--- src/mgxo_pkg.sv ---
// Package with constants, codes and carriers of the magnetometer gain, mode and X result block.
package mgxo_pkg;

    // ------------------------------------------------------------------
    // Clock and timing
    // ------------------------------------------------------------------
    localparam int unsigned CLK_PERIOD_NS  = 25;
    // One delay step of the conversion start delay, in milliseconds.
    localparam real         DELAY_STEP_MS  = 0.333;
    localparam int unsigned DELAY_STEP_CYC =
        int'($floor(DELAY_STEP_MS * 1.0e6 / real'(CLK_PERIOD_NS)));
    // Nominal output rate used as the default output period.
    localparam real         OUT_RATE_HZ    = 10.0;
    localparam int unsigned OUT_PERIOD_CYC =
        int'($floor(1.0e9 / (OUT_RATE_HZ * real'(CLK_PERIOD_NS))));
    localparam int unsigned TMR_W          = 32;

    // ------------------------------------------------------------------
    // Register addresses and pointer limits
    // ------------------------------------------------------------------
    localparam logic [7:0] REG_PTR_ZERO = 8'h00;
    localparam logic [7:0] REG_CFG_B    = 8'h01;
    localparam logic [7:0] REG_MODE     = 8'h02;
    localparam logic [7:0] REG_X_UPPER  = 8'h03;
    localparam logic [7:0] REG_X_LOWER  = 8'h04;
    localparam logic [7:0] REG_OUT_LAST = 8'h08;
    localparam logic [7:0] REG_PTR_TOP  = 8'h0C;
    localparam int unsigned OUT_REGS    = 6;

    // ------------------------------------------------------------------
    // Field layout and reset values
    // ------------------------------------------------------------------
    localparam int unsigned GAIN_MSB  = 7;
    localparam int unsigned GAIN_LSB  = 5;
    localparam int unsigned DELAY_MSB = 3;
    localparam int unsigned DELAY_LSB = 0;
    localparam int unsigned MODE_MSB  = 1;
    localparam logic [2:0]  GAIN_RST  = 3'h1;
    localparam logic [3:0]  DELAY_RST = 4'h0;
    localparam logic [15:0] X_RST     = 16'h0000;
    localparam logic [15:0] OVF_CODE  = 16'hF000;
    localparam logic [7:0]  BYTE_ZERO = 8'h00;

    // Mode select codes.
    localparam logic [1:0] MODE_CONT   = 2'h0;
    localparam logic [1:0] MODE_SINGLE = 2'h1;
    localparam logic [1:0] MODE_IDLE   = 2'h2;
    localparam logic [1:0] MODE_SLEEP  = 2'h3;
    localparam logic [1:0] MODE_RST    = MODE_IDLE;

    // Serial bus bit counts.
    localparam logic [3:0] BITS_BYTE = 4'h8;
    localparam logic [3:0] BIT_LAST  = 4'h7;

    // ------------------------------------------------------------------
    // State encodings
    // ------------------------------------------------------------------
    typedef enum logic [6:0] {
        I_IDLE = 7'h01,
        I_ADDR = 7'h02,
        I_AACK = 7'h04,
        I_WR   = 7'h08,
        I_WACK = 7'h10,
        I_RD   = 7'h20,
        I_RACK = 7'h40
    } mgxo_bus_e;

    typedef enum logic [2:0] {
        M_OFF    = 3'h1,
        M_SETTLE = 3'h2,
        M_CONV   = 3'h4
    } mgxo_meas_e;

    // ------------------------------------------------------------------
    // Carriers
    // ------------------------------------------------------------------
    typedef struct packed {
        logic scl;
        logic sda;
    } mgxo_pin_s;

    typedef struct packed {
        logic              done;
        logic              ovf;
        logic signed [11:0] x;
    } mgxo_adc_s;

    typedef struct packed {
        logic             busy;
        logic             done;
        logic [TMR_W-1:0] cnt;
    } mgxo_tmr_s;

    typedef struct packed {
        logic        scl_s;
        logic        sda_s;
        logic        scl_p;
        logic        sda_p;
        mgxo_bus_e   ist;
        logic [3:0]  bitcnt;
        logic [7:0]  shreg;
        logic        rw;
        logic        ack;
        logic        ptr_first;
        logic [7:0]  ptr;
        logic        drv;
        logic [2:0]  gain;
        logic [3:0]  delay;
        logic [1:0]  mode;
        logic [15:0] x;
        logic [15:0] pend_x;
        logic        pend;
        logic        pend_now;
        logic [OUT_REGS-1:0] rd_mask;
        logic        drdy;
        mgxo_meas_e  ms;
        logic        adc_start;
    } mgxo_state_s;

endpackage

--- src/mgxo_timer.sv ---
// One-shot cycle timer that pulses done a programmed number of cycles after start.
`timescale 1ns/10ps
`default_nettype none

module mgxo_timer
    import mgxo_pkg::*;
(
    // Clock and reset
    input  wire logic             clk_i,
    input  wire logic             srst_i,
    // Control
    input  wire logic             start_i,
    input  wire logic [TMR_W-1:0] count_i,
    // Status
    output logic                  busy_o,
    output logic                  done_o
);

    localparam logic [TMR_W-1:0] ONE = {{(TMR_W-1){1'b0}}, 1'b1};

    mgxo_tmr_s q;
    mgxo_tmr_s d;

    // A zero count is run as one cycle so that done always follows start.
    always_comb
    begin
        d      = q;
        d.done = 1'b0;
        if (start_i)
        begin
            d.busy = 1'b1;
            d.cnt  = (count_i == '0) ? ONE : count_i;
        end
        else if (q.busy)
        begin
            d.cnt = q.cnt - ONE;
            if (q.cnt == ONE)
            begin
                d.busy = 1'b0;
                d.done = 1'b1;
            end
        end
    end

    // State register.
    always_ff @(posedge clk_i)
    begin
        if (srst_i)
            q <= '0;
        else
            q <= d;
    end

    assign busy_o = q.busy;
    assign done_o = q.done;

endmodule

`default_nettype wire

--- src/mgxo_top.sv ---
// Serial register slave, mode sequencer and X result registers of the magnetometer.
`timescale 1ns/10ps
`default_nettype none

// What this block does
// - Three-bit gain_sel in the top bits sets the measurement gain.
// - One gain_sel drives all three channels; no per-channel gain.
// - Wait delay_sel times a third millisecond after supply before converting.
// - Delay timing is nominal; tests allow half the value either way.
// - Gain/delay resets to gain 001, delay zero; bytes are sent MSB first.
// - Mode register is readable and writable; low two bits are mode_sel.
// - mode_sel resets to idle, code 10.
// - Mode 00 converts continuously and raises the ready flag on new data.
// - After restart first set comes after two periods, then one per period.
// - Mode 01 measures once, sets ready, rewrites mode_sel to sleep.
// - Single result and ready flag stay until read or next conversion.
// - Modes 10 and 11 are idle and sleep; no conversions run.
// - X result is 16-bit two's complement, upper byte then lower byte.
// - Conversion or bias overflow loads the X result with -4096.
// - Next valid measurement replaces the marker; X registers reset to zero.
// - Pointer advances per access: 08 to 03, 12 and above to 0.
// - Unimplemented addresses read zero; their writes and undefined bits ignored.
// - Once output reading begins, new results wait until all six are read.
module mgxo_top
    import mgxo_pkg::*;
#(
    parameter logic [6:0]  SLAVE_ADDR  = 7'h2A, // Value is arbitrary.
    parameter int unsigned DELAY_STEP  = DELAY_STEP_CYC,
    parameter int unsigned OUT_PERIOD  = OUT_PERIOD_CYC
)
(
    // Clock and reset
    input  wire logic       clk_i,
    input  wire logic       srst_i,
    // Serial bus pins
    input  wire mgxo_pin_s  pins_i,
    output logic            sda_o,
    output logic            sda_oe_o,
    // Converter handshake
    input  wire mgxo_adc_s  adc_i,
    output logic            adc_start_o,
    // Analog front end control
    output logic [2:0]      gain_sel_o,
    output logic            sensor_supply_o,
    // Status
    output logic [1:0]      mode_sel_o,
    output logic            data_ready_o,
    output logic            out_lock_o
);

    // ------------------------------------------------------------------
    // Declarations
    // ------------------------------------------------------------------
    mgxo_state_s      q;
    mgxo_state_s      d;
    logic             scl_rise;
    logic             scl_fall;
    logic             bus_start;
    logic             bus_stop;
    logic             wr_en;
    logic             rd_en;
    logic [7:0]       acc_ptr;
    logic [7:0]       rd_byte;
    logic             restart;
    logic             tick;
    logic             publish;
    logic             per_start;
    logic             per_done;
    logic             set_start;
    logic             set_done;
    logic [TMR_W-1:0] set_count;
    logic [OUT_REGS-1:0] new_mask;

    // ------------------------------------------------------------------
    // Helper functions
    // ------------------------------------------------------------------

    // Read data of the register at the pointer; other addresses read zero.
    function automatic logic [7:0] read_reg(input mgxo_state_s s, input logic [7:0] a);
        logic [7:0] r;
        r = BYTE_ZERO;
        case (a)
            REG_CFG_B:   r = {s.gain, 1'b0, s.delay};
            REG_MODE:    r = {6'h00, s.mode};
            REG_X_UPPER: r = s.x[15:8];
            REG_X_LOWER: r = s.x[7:0];
            default:     r = BYTE_ZERO;
        endcase
        return r;
    endfunction

    // Pointer step after each register access.
    function automatic logic [7:0] next_ptr(input logic [7:0] a);
        logic [7:0] n;
        n = a + 8'h01;
        if (a == REG_OUT_LAST)
            n = REG_X_UPPER;
        else if (a >= REG_PTR_TOP)
            n = REG_PTR_ZERO;
        return n;
    endfunction

    // ------------------------------------------------------------------
    // Timers
    // ------------------------------------------------------------------

    // Output period timer for continuous operation.
    mgxo_timer u_period
    (
        .clk_i   (clk_i),
        .srst_i  (srst_i),
        .start_i (per_start),
        .count_i (TMR_W'(OUT_PERIOD)),
        .busy_o  (),
        .done_o  (per_done)
    );

    // Conversion start delay timer after the supply is switched on.
    mgxo_timer u_settle
    (
        .clk_i   (clk_i),
        .srst_i  (srst_i),
        .start_i (set_start),
        .count_i (set_count),
        .busy_o  (),
        .done_o  (set_done)
    );

    assign set_count = TMR_W'(q.delay) * TMR_W'(DELAY_STEP);

    // ------------------------------------------------------------------
    // Next-state logic
    // ------------------------------------------------------------------
    always_comb
    begin
        d           = q;
        d.adc_start = 1'b0;
        d.scl_s     = pins_i.scl;
        d.sda_s     = pins_i.sda;
        d.scl_p     = q.scl_s;
        d.sda_p     = q.sda_s;
        scl_rise    = q.scl_s & ~q.scl_p;
        scl_fall    = ~q.scl_s & q.scl_p;
        bus_start   = q.scl_s & q.scl_p & q.sda_p & ~q.sda_s;
        bus_stop    = q.scl_s & q.scl_p & ~q.sda_p & q.sda_s;
        wr_en       = 1'b0;
        rd_en       = 1'b0;
        acc_ptr     = q.ptr;
        rd_byte     = read_reg(q, q.ptr);
        restart     = 1'b0;
        tick        = 1'b0;
        publish     = 1'b0;
        per_start   = 1'b0;
        set_start   = 1'b0;
        new_mask    = q.rd_mask;

        // Serial byte engine; bits are taken on SCL rise, driven on SCL fall.
        case (q.ist)
            I_IDLE:
            begin
                d.drv = 1'b0;
            end
            I_ADDR:
            begin
                if (scl_rise)
                begin
                    d.shreg  = {q.shreg[6:0], q.sda_s};
                    d.bitcnt = q.bitcnt + 4'h1;
                end
                if (scl_fall && q.bitcnt == BITS_BYTE)
                begin
                    if (q.shreg[7:1] == SLAVE_ADDR)
                    begin
                        d.rw  = q.shreg[0];
                        d.drv = 1'b1;
                        d.ist = I_AACK;
                    end
                    else
                        d.ist = I_IDLE;
                end
            end
            I_AACK, I_RACK:
            begin
                if (scl_rise && q.ist == I_RACK)
                    d.ack = ~q.sda_s;
                if (scl_fall)
                begin
                    d.bitcnt = 4'h0;
                    if (q.ist == I_RACK && !q.ack)
                    begin
                        d.drv = 1'b0;
                        d.ist = I_IDLE;
                    end
                    else if (q.rw)
                    begin
                        rd_en   = 1'b1;
                        d.shreg = rd_byte;
                        d.drv   = ~rd_byte[7];
                        d.ptr   = next_ptr(q.ptr);
                        d.ist   = I_RD;
                    end
                    else
                    begin
                        d.drv       = 1'b0;
                        d.ptr_first = 1'b1;
                        d.ist       = I_WR;
                    end
                end
            end
            I_WR:
            begin
                if (scl_rise)
                begin
                    d.shreg  = {q.shreg[6:0], q.sda_s};
                    d.bitcnt = q.bitcnt + 4'h1;
                end
                if (scl_fall && q.bitcnt == BITS_BYTE)
                begin
                    d.drv = 1'b1;
                    d.ist = I_WACK;
                    if (q.ptr_first)
                    begin
                        d.ptr       = q.shreg;
                        d.ptr_first = 1'b0;
                    end
                    else
                    begin
                        wr_en = 1'b1;
                        d.ptr = next_ptr(q.ptr);
                    end
                end
            end
            I_WACK:
            begin
                if (scl_fall)
                begin
                    d.drv    = 1'b0;
                    d.bitcnt = 4'h0;
                    d.ist    = I_WR;
                end
            end
            I_RD:
            begin
                if (scl_fall)
                begin
                    d.bitcnt = q.bitcnt + 4'h1;
                    if (q.bitcnt == BIT_LAST)
                    begin
                        d.drv = 1'b0;
                        d.ack = 1'b0;
                        d.ist = I_RACK;
                    end
                    else
                    begin
                        d.shreg = {q.shreg[6:0], 1'b0};
                        d.drv   = ~q.shreg[6];
                    end
                end
            end
            default:
            begin
                d.drv = 1'b0;
                d.ist = I_IDLE;
            end
        endcase

        // Start and stop conditions override any byte in progress.
        if (bus_start)
        begin
            d.ist    = I_ADDR;
            d.bitcnt = 4'h0;
            d.drv    = 1'b0;
        end
        else if (bus_stop)
        begin
            d.ist = I_IDLE;
            d.drv = 1'b0;
        end

        // Register writes; undefined bits and unknown addresses are dropped.
        if (wr_en)
        begin
            case (acc_ptr)
                REG_CFG_B:
                begin
                    d.gain  = q.shreg[GAIN_MSB:GAIN_LSB];
                    d.delay = q.shreg[DELAY_MSB:DELAY_LSB];
                    restart = 1'b1;
                end
                REG_MODE:
                begin
                    d.mode  = q.shreg[MODE_MSB:0];
                    restart = 1'b1;
                end
                default:
                    restart = 1'b0;
            endcase
        end

        if (rd_en && acc_ptr >= REG_X_UPPER && acc_ptr <= REG_OUT_LAST)
        begin
            new_mask = q.rd_mask | (OUT_REGS'(1) << (acc_ptr - REG_X_UPPER));
            d.drdy   = 1'b0;
            if (&new_mask)
                new_mask = '0;
            d.rd_mask = new_mask;
        end

        // Measurement sequencer.
        tick = per_done & (q.mode == MODE_CONT) & ~restart;
        if (restart)
        begin
            d.ms       = M_OFF;
            d.pend     = 1'b0;
            d.pend_now = 1'b0;
            per_start  = (d.mode == MODE_CONT);
            if (d.mode == MODE_SINGLE)
            begin
                d.ms      = M_SETTLE;
                set_start = 1'b1;
            end
        end
        else
        begin
            per_start = tick;
            case (q.ms)
                M_OFF:
                begin
                    if (tick)
                    begin
                        d.ms      = M_SETTLE;
                        set_start = 1'b1;
                    end
                end
                M_SETTLE:
                begin
                    if (set_done)
                    begin
                        d.ms        = M_CONV;
                        d.adc_start = 1'b1;
                    end
                end
                M_CONV:
                begin
                    if (adc_i.done)
                    begin
                        d.ms   = M_OFF;
                        d.pend = 1'b1;
                        d.pend_x = adc_i.ovf ? OVF_CODE : 16'(adc_i.x);
                        if (q.mode == MODE_SINGLE)
                        begin
                            d.mode     = MODE_SLEEP;
                            d.pend_now = 1'b1;
                        end
                    end
                end
                default:
                    d.ms = M_OFF;
            endcase
        end

        publish = ~restart & q.pend & (q.rd_mask == '0) & (q.pend_now | tick);
        if (publish)
        begin
            d.x        = q.pend_x;
            d.pend     = (d.ms == M_CONV) ? d.pend : 1'b0;
            d.pend_now = 1'b0;
            d.drdy     = 1'b1;
        end
    end

    // ------------------------------------------------------------------
    // State register
    // ------------------------------------------------------------------
    always_ff @(posedge clk_i)
    begin
        if (srst_i)
        begin
            q        <= '0;
            q.scl_s  <= 1'b1;
            q.sda_s  <= 1'b1;
            q.scl_p  <= 1'b1;
            q.sda_p  <= 1'b1;
            q.ist    <= I_IDLE;
            q.gain   <= GAIN_RST;
            q.delay  <= DELAY_RST;
            q.mode   <= MODE_RST;
            q.x      <= X_RST;
            q.ms     <= M_OFF;
        end
        else
            q <= d;
    end

    // ------------------------------------------------------------------
    // Outputs
    // ------------------------------------------------------------------
    // one gain for all
    assign gain_sel_o      = q.gain;
    assign sensor_supply_o = (q.ms == M_SETTLE) || (q.ms == M_CONV);
    assign adc_start_o     = q.adc_start;
    assign sda_o           = 1'b0;     // Open drain: only ever pulls low.
    assign sda_oe_o        = q.drv;
    assign mode_sel_o      = q.mode;
    assign data_ready_o    = q.drdy;
    assign out_lock_o      = (q.rd_mask != '0);

endmodule

`default_nettype wire

--- config.mk ---
export PLATFORM = sky130hd
export DESIGN_NAME = mgxo_top
export DESIGN_NICKNAME = d
export VERILOG_FILES = /design/src/mgxo_pkg.sv /design/src/mgxo_timer.sv /design/src/mgxo_top.sv
export SDC_FILE = /design/constraint.sdc
export NUM_CORES = 1
export LEC_CHECK = 0
export ABC_AREA = 1
export BUFFER_PORTS_ARGS = -buffer_cell sky130_fd_sc_hd__buf_2
export CAP_MARGIN = 20
export CORE_ASPECT_RATIO = 1.5
export CORE_UTILIZATION = 40
export DETAILED_ROUTE_END_ITERATION = 12
export PLACE_DENSITY = 0.63
export SETUP_SLACK_MARGIN = 0.4
export SYNTH_ARGS = -nofsm -noshare
export SYNTH_HDL_FRONTEND = slang
export SYNTH_SLANG_ARGS = --single-unit
--- constraint.sdc ---
create_clock -name clk_i -period 2.95 [get_ports clk_i]
set_clock_uncertainty 0.15 [all_clocks]
set_input_delay 0.59 -clock clk_i [delete_from_list [all_inputs] [get_ports clk_i]]
set_output_delay 0.59 -clock clk_i [all_outputs]
set_load 0.05 [all_outputs]
==> results by group <==
Outcome
  • Outcome: completed

Synth
  • Synthesized flop and latch total: 151
  • Mapped cell area: 8360 sq um
  • Synth cell types: 49
  • Top FF cell, synth: dfxtp_1
  • EDFF count, synth: 0
  • Syn Inst Count: 1184
  • Yosys top cell by area: dfxtp_1
  • Syn avg cell area: 7.06 sq um
  • Top-area cell type share of the netlist area: 0.361
  • Warnings from Yosys: 0
  • Synth area leaders: dfxtp_1 36%, nand2_1 9.6%, nor2_1 7.5%, inv_1 6.5%, nand3_1 4.7%
  • Post-Syn Nets: 1226
  • Seq/Total Area, Yosys: 0.361
  • Async SR Flop Fraction: 0

Run
  • Max-Cap Viols: 0

CTS
  • Total CTS buffers: 17
  • H-tree lvl count: 4
  • Clock Tree Buf Depth: 2
  • Clk_lat worst skew: 440 ps
  • Root Buffer: clkbuf_16
  • CTS tree: yes
  • Clock Sinks: 151
  • Hold-fix buffers, CTS: 0
  • Clock-pin slew on the worst setup and hold paths: 60 ps

Critical path
  • Critical Path Sink: u_settle.q[0]$_SDFFE_PP0P_
  • WS Path Type: register to register
  • Startpoint Class: register
  • Critical Path RT: 3130 ps
  • CP arrival: 2660 ps
  • Reg-to-reg endpoint: u_settle.q[0]$_SDFFE_PP0P_
  • R2R Setup Slk: 470 ps
  • R2R cell count: 11
  • Largest fanout on the critical path: 4
  • RR Startpoint: q[48]$_SDFFE_PP0P_
  • CP endpoint kind: register
  • CP startpoint: q[48]$_SDFFE_PP0P_

Global route
  • Remaining Overflow, GRT: 0
  • Vias in the first global route: 7337
  • GRT Resource Usage Total: 0.199
  • Largest net degree at the start of global routing: 37
  • Antenna violations before repair: 0
  • First-pass GRT wire length: 33800 um

Timing
  • RSZ-0062 raised after global routing: false
  • Slew Viols, Final: 0
  • Minimum clock period: 2480 ps
  • Slew headroom: 0.573
  • Final period utilization: 0.842
  • Final setup TNS: 0 ps
  • Worst-Margin Slew: 635 ps
  • Hold Violations, Final: 0
  • Max Fclk: 403 MHz
  • # setup viols final: 0

Finish
  • Commonest non-fill, non-tap cells in the layout: 214 x nand2_1, 165 x nor2_1, 147 x dfxtp_1
  • Fin cells: 1484
  • Filler cells: 2107
  • Design Area, Final: 9370 sq um
  • ANT cells: 0
  • Fin util: 0.459
  • Synth-to-layout area growth: 12.0%
  • Most common cell after layout, fill and taps aside: nand2_1
  • Share of cells above drive strength 1: 0.139
  • Nets@finish: 1250

Drt
  • Vias per cell: 5.03
  • Metal-1 WL: 8130 um
  • DRC Markers: 0
  • Drt initial violations: 323
  • Metal2 WL: 10500 um
  • ANT nets after route: 0
  • WL per Instance: 13.4 um
  • TritonRoute pass-1 iters: 5
  • Metal3 WL: 562 um
  • Drt total wl: 19900 um
  • DR top layer: met4
  • DR vias: 7458

Placed design
  • Hpwl dp: 15000 um
  • Gpl congestion: 0.926
  • Placed cell count: 1451
  • Cell Area, Placed: 8670 sq um
  • I/O Buffers: 27

Floorplanning
  • Core footprint: 20400 sq um
  • Die area: 21500 sq um
  • Die extent in x: 120 um
  • Initial Utilization: 0.410
  • Row cnt: 64
  • Die Ht: 179 um
  • IO Pins: 29

Hold path
  • Hold depth: 2
  • Hold Crit Class: primary input to register

Power
  • Maximum VDD drop: 0.334 mV
  • Static Leak: 4.09 nW
  • Total power divided by cell area: 492 nW/um^2
sequential cells by signal, indices dropped and copies added, names as in the netlist:
| register | cells |
|---|---|
| acc_ptr | 8 |
| u_period.q | 32 |
| u_settle.busy_o | 1 |
| u_period.busy_o | 1 |
| gain_sel_o | 3 |
| q | 65 |
| adc_start_o | 1 |
| data_ready_o | 1 |
| u_settle.q | 32 |
| mode_sel_o | 2 |
| u_period.done_o | 1 |
| u_settle.done_o | 1 |
| d | 2 |
| sda_oe_o | 1 |
cells by family (layout without fill, tap and decap cells):
logic type      after synthesis  count (layout)  share of synthesized area
simple gates                594             594                      0.332
buf+inv                     191             227                     0.0996
compound gates              172             172                      0.116
flops                       151             151                      0.361
xor+xnor                     49              49                     0.0513
fa+ha+maj                    24              24                     0.0368
mux                           2               2                    0.00239
other cells                   1               1                   0.000448
cell type report:
| cell class | instances | area [sq um] | share of cell area |
|---|---|---|---|
| Multi-Input combinational cell | 842 | 4630 | 0.494 |
| Sequential cell | 151 | 3040 | 0.324 |
| Inverter | 159 | 607 | 0.0648 |
| Clock buffer | 21 | 450 | 0.0481 |
| Tap cell | 264 | 330 | 0.0353 |
| Timing Repair Buffer | 37 | 223 | 0.0238 |
| Clock inverter | 10 | 95.1 | 0.0102 |
per-layer routing:
metal / up-vias / global-route usage
met3: 52 / 0.0359
met1: 3422 / 0.204
met2: 118 / 0.379
li1: 3866 / -
met5: - / 0
met4: 0 / 0.106
timing repair:
| action | 4_1_cts | 5_1_grt |
|---|---|---|
| pin swaps | 5 | 6 |
| gates resized for setup | 11 | 13 |
| setup endpoints to repair | 22 | 27 |
| setup buffers | 1 | 1 |
critical path: stages (launching register included):
cell     delay, ps
dfxtp_4        370
ha_4           240
ha_4           260
ha_2           170
inv_1           60
fa_2           380
o21ai_2        180
xor2_2         200
buf_4          140
nor3_1          40
a21oi_1        140
nor2_1          50
cell usage after synthesis (all sizes together) (15+ instances only):
library cell and instances:
nor3 37, xor2 34, o21ai 58, nand3 87, ha 23, buf 21, nand4 21, inv 159
dfxtp 151, nand2 229, nor2 201, a21oi 77, xnor2 15, a211oi 17
power breakdown:
| part | internal, W | total [W] | leakage, nW | switching [W] |
|---|---|---|---|---|
| clock network | 0.00118 | 0.00205 | 0.264 | 0.000867 |
| logic | 0.000128 | 0.000435 | 2.60 | 0.000306 |
| registers | 0.00208 | 0.00213 | 1.22 | 0.0000458 |
how the worst min path moves through the flow:
| stage | from | end | slack (ps) |
|---|---|---|---|
| 6_report | pins_i[1] | d[86]$_SDFF_PP1_ | 180 |
| 5_1_grt | pins_i[1] | d[86]$_SDFF_PP1_ | 180 |
| 4_1_cts | pins_i[1] | d[86]$_SDFF_PP1_ | 170 |
| 3_5_place_dp | d[86]$_SDFF_PP1_ | q[86]$_SDFF_PP1_ | 300 |
| 3_3_place_gp | d[86]$_SDFF_PP1_ | q[86]$_SDFF_PP1_ | 280 |
| 2_1_floorplan | d[86]$_SDFF_PP1_ | q[86]$_SDFF_PP1_ | 270 |
through the flow:
step | total power (W) | setup slack, ps | hold WS, ps
floorplan | 0.00250 | 477 | 274
global placement | 0.00260 | 292 | 281
detailed placement | 0.00260 | 193 | 296
CTS | 0.00466 | 396 | 170
global route | 0.00481 | 363 | 177
finish | 0.00461 | 467 | 182
No activity file was read; power rests on OpenSTA's default activity.
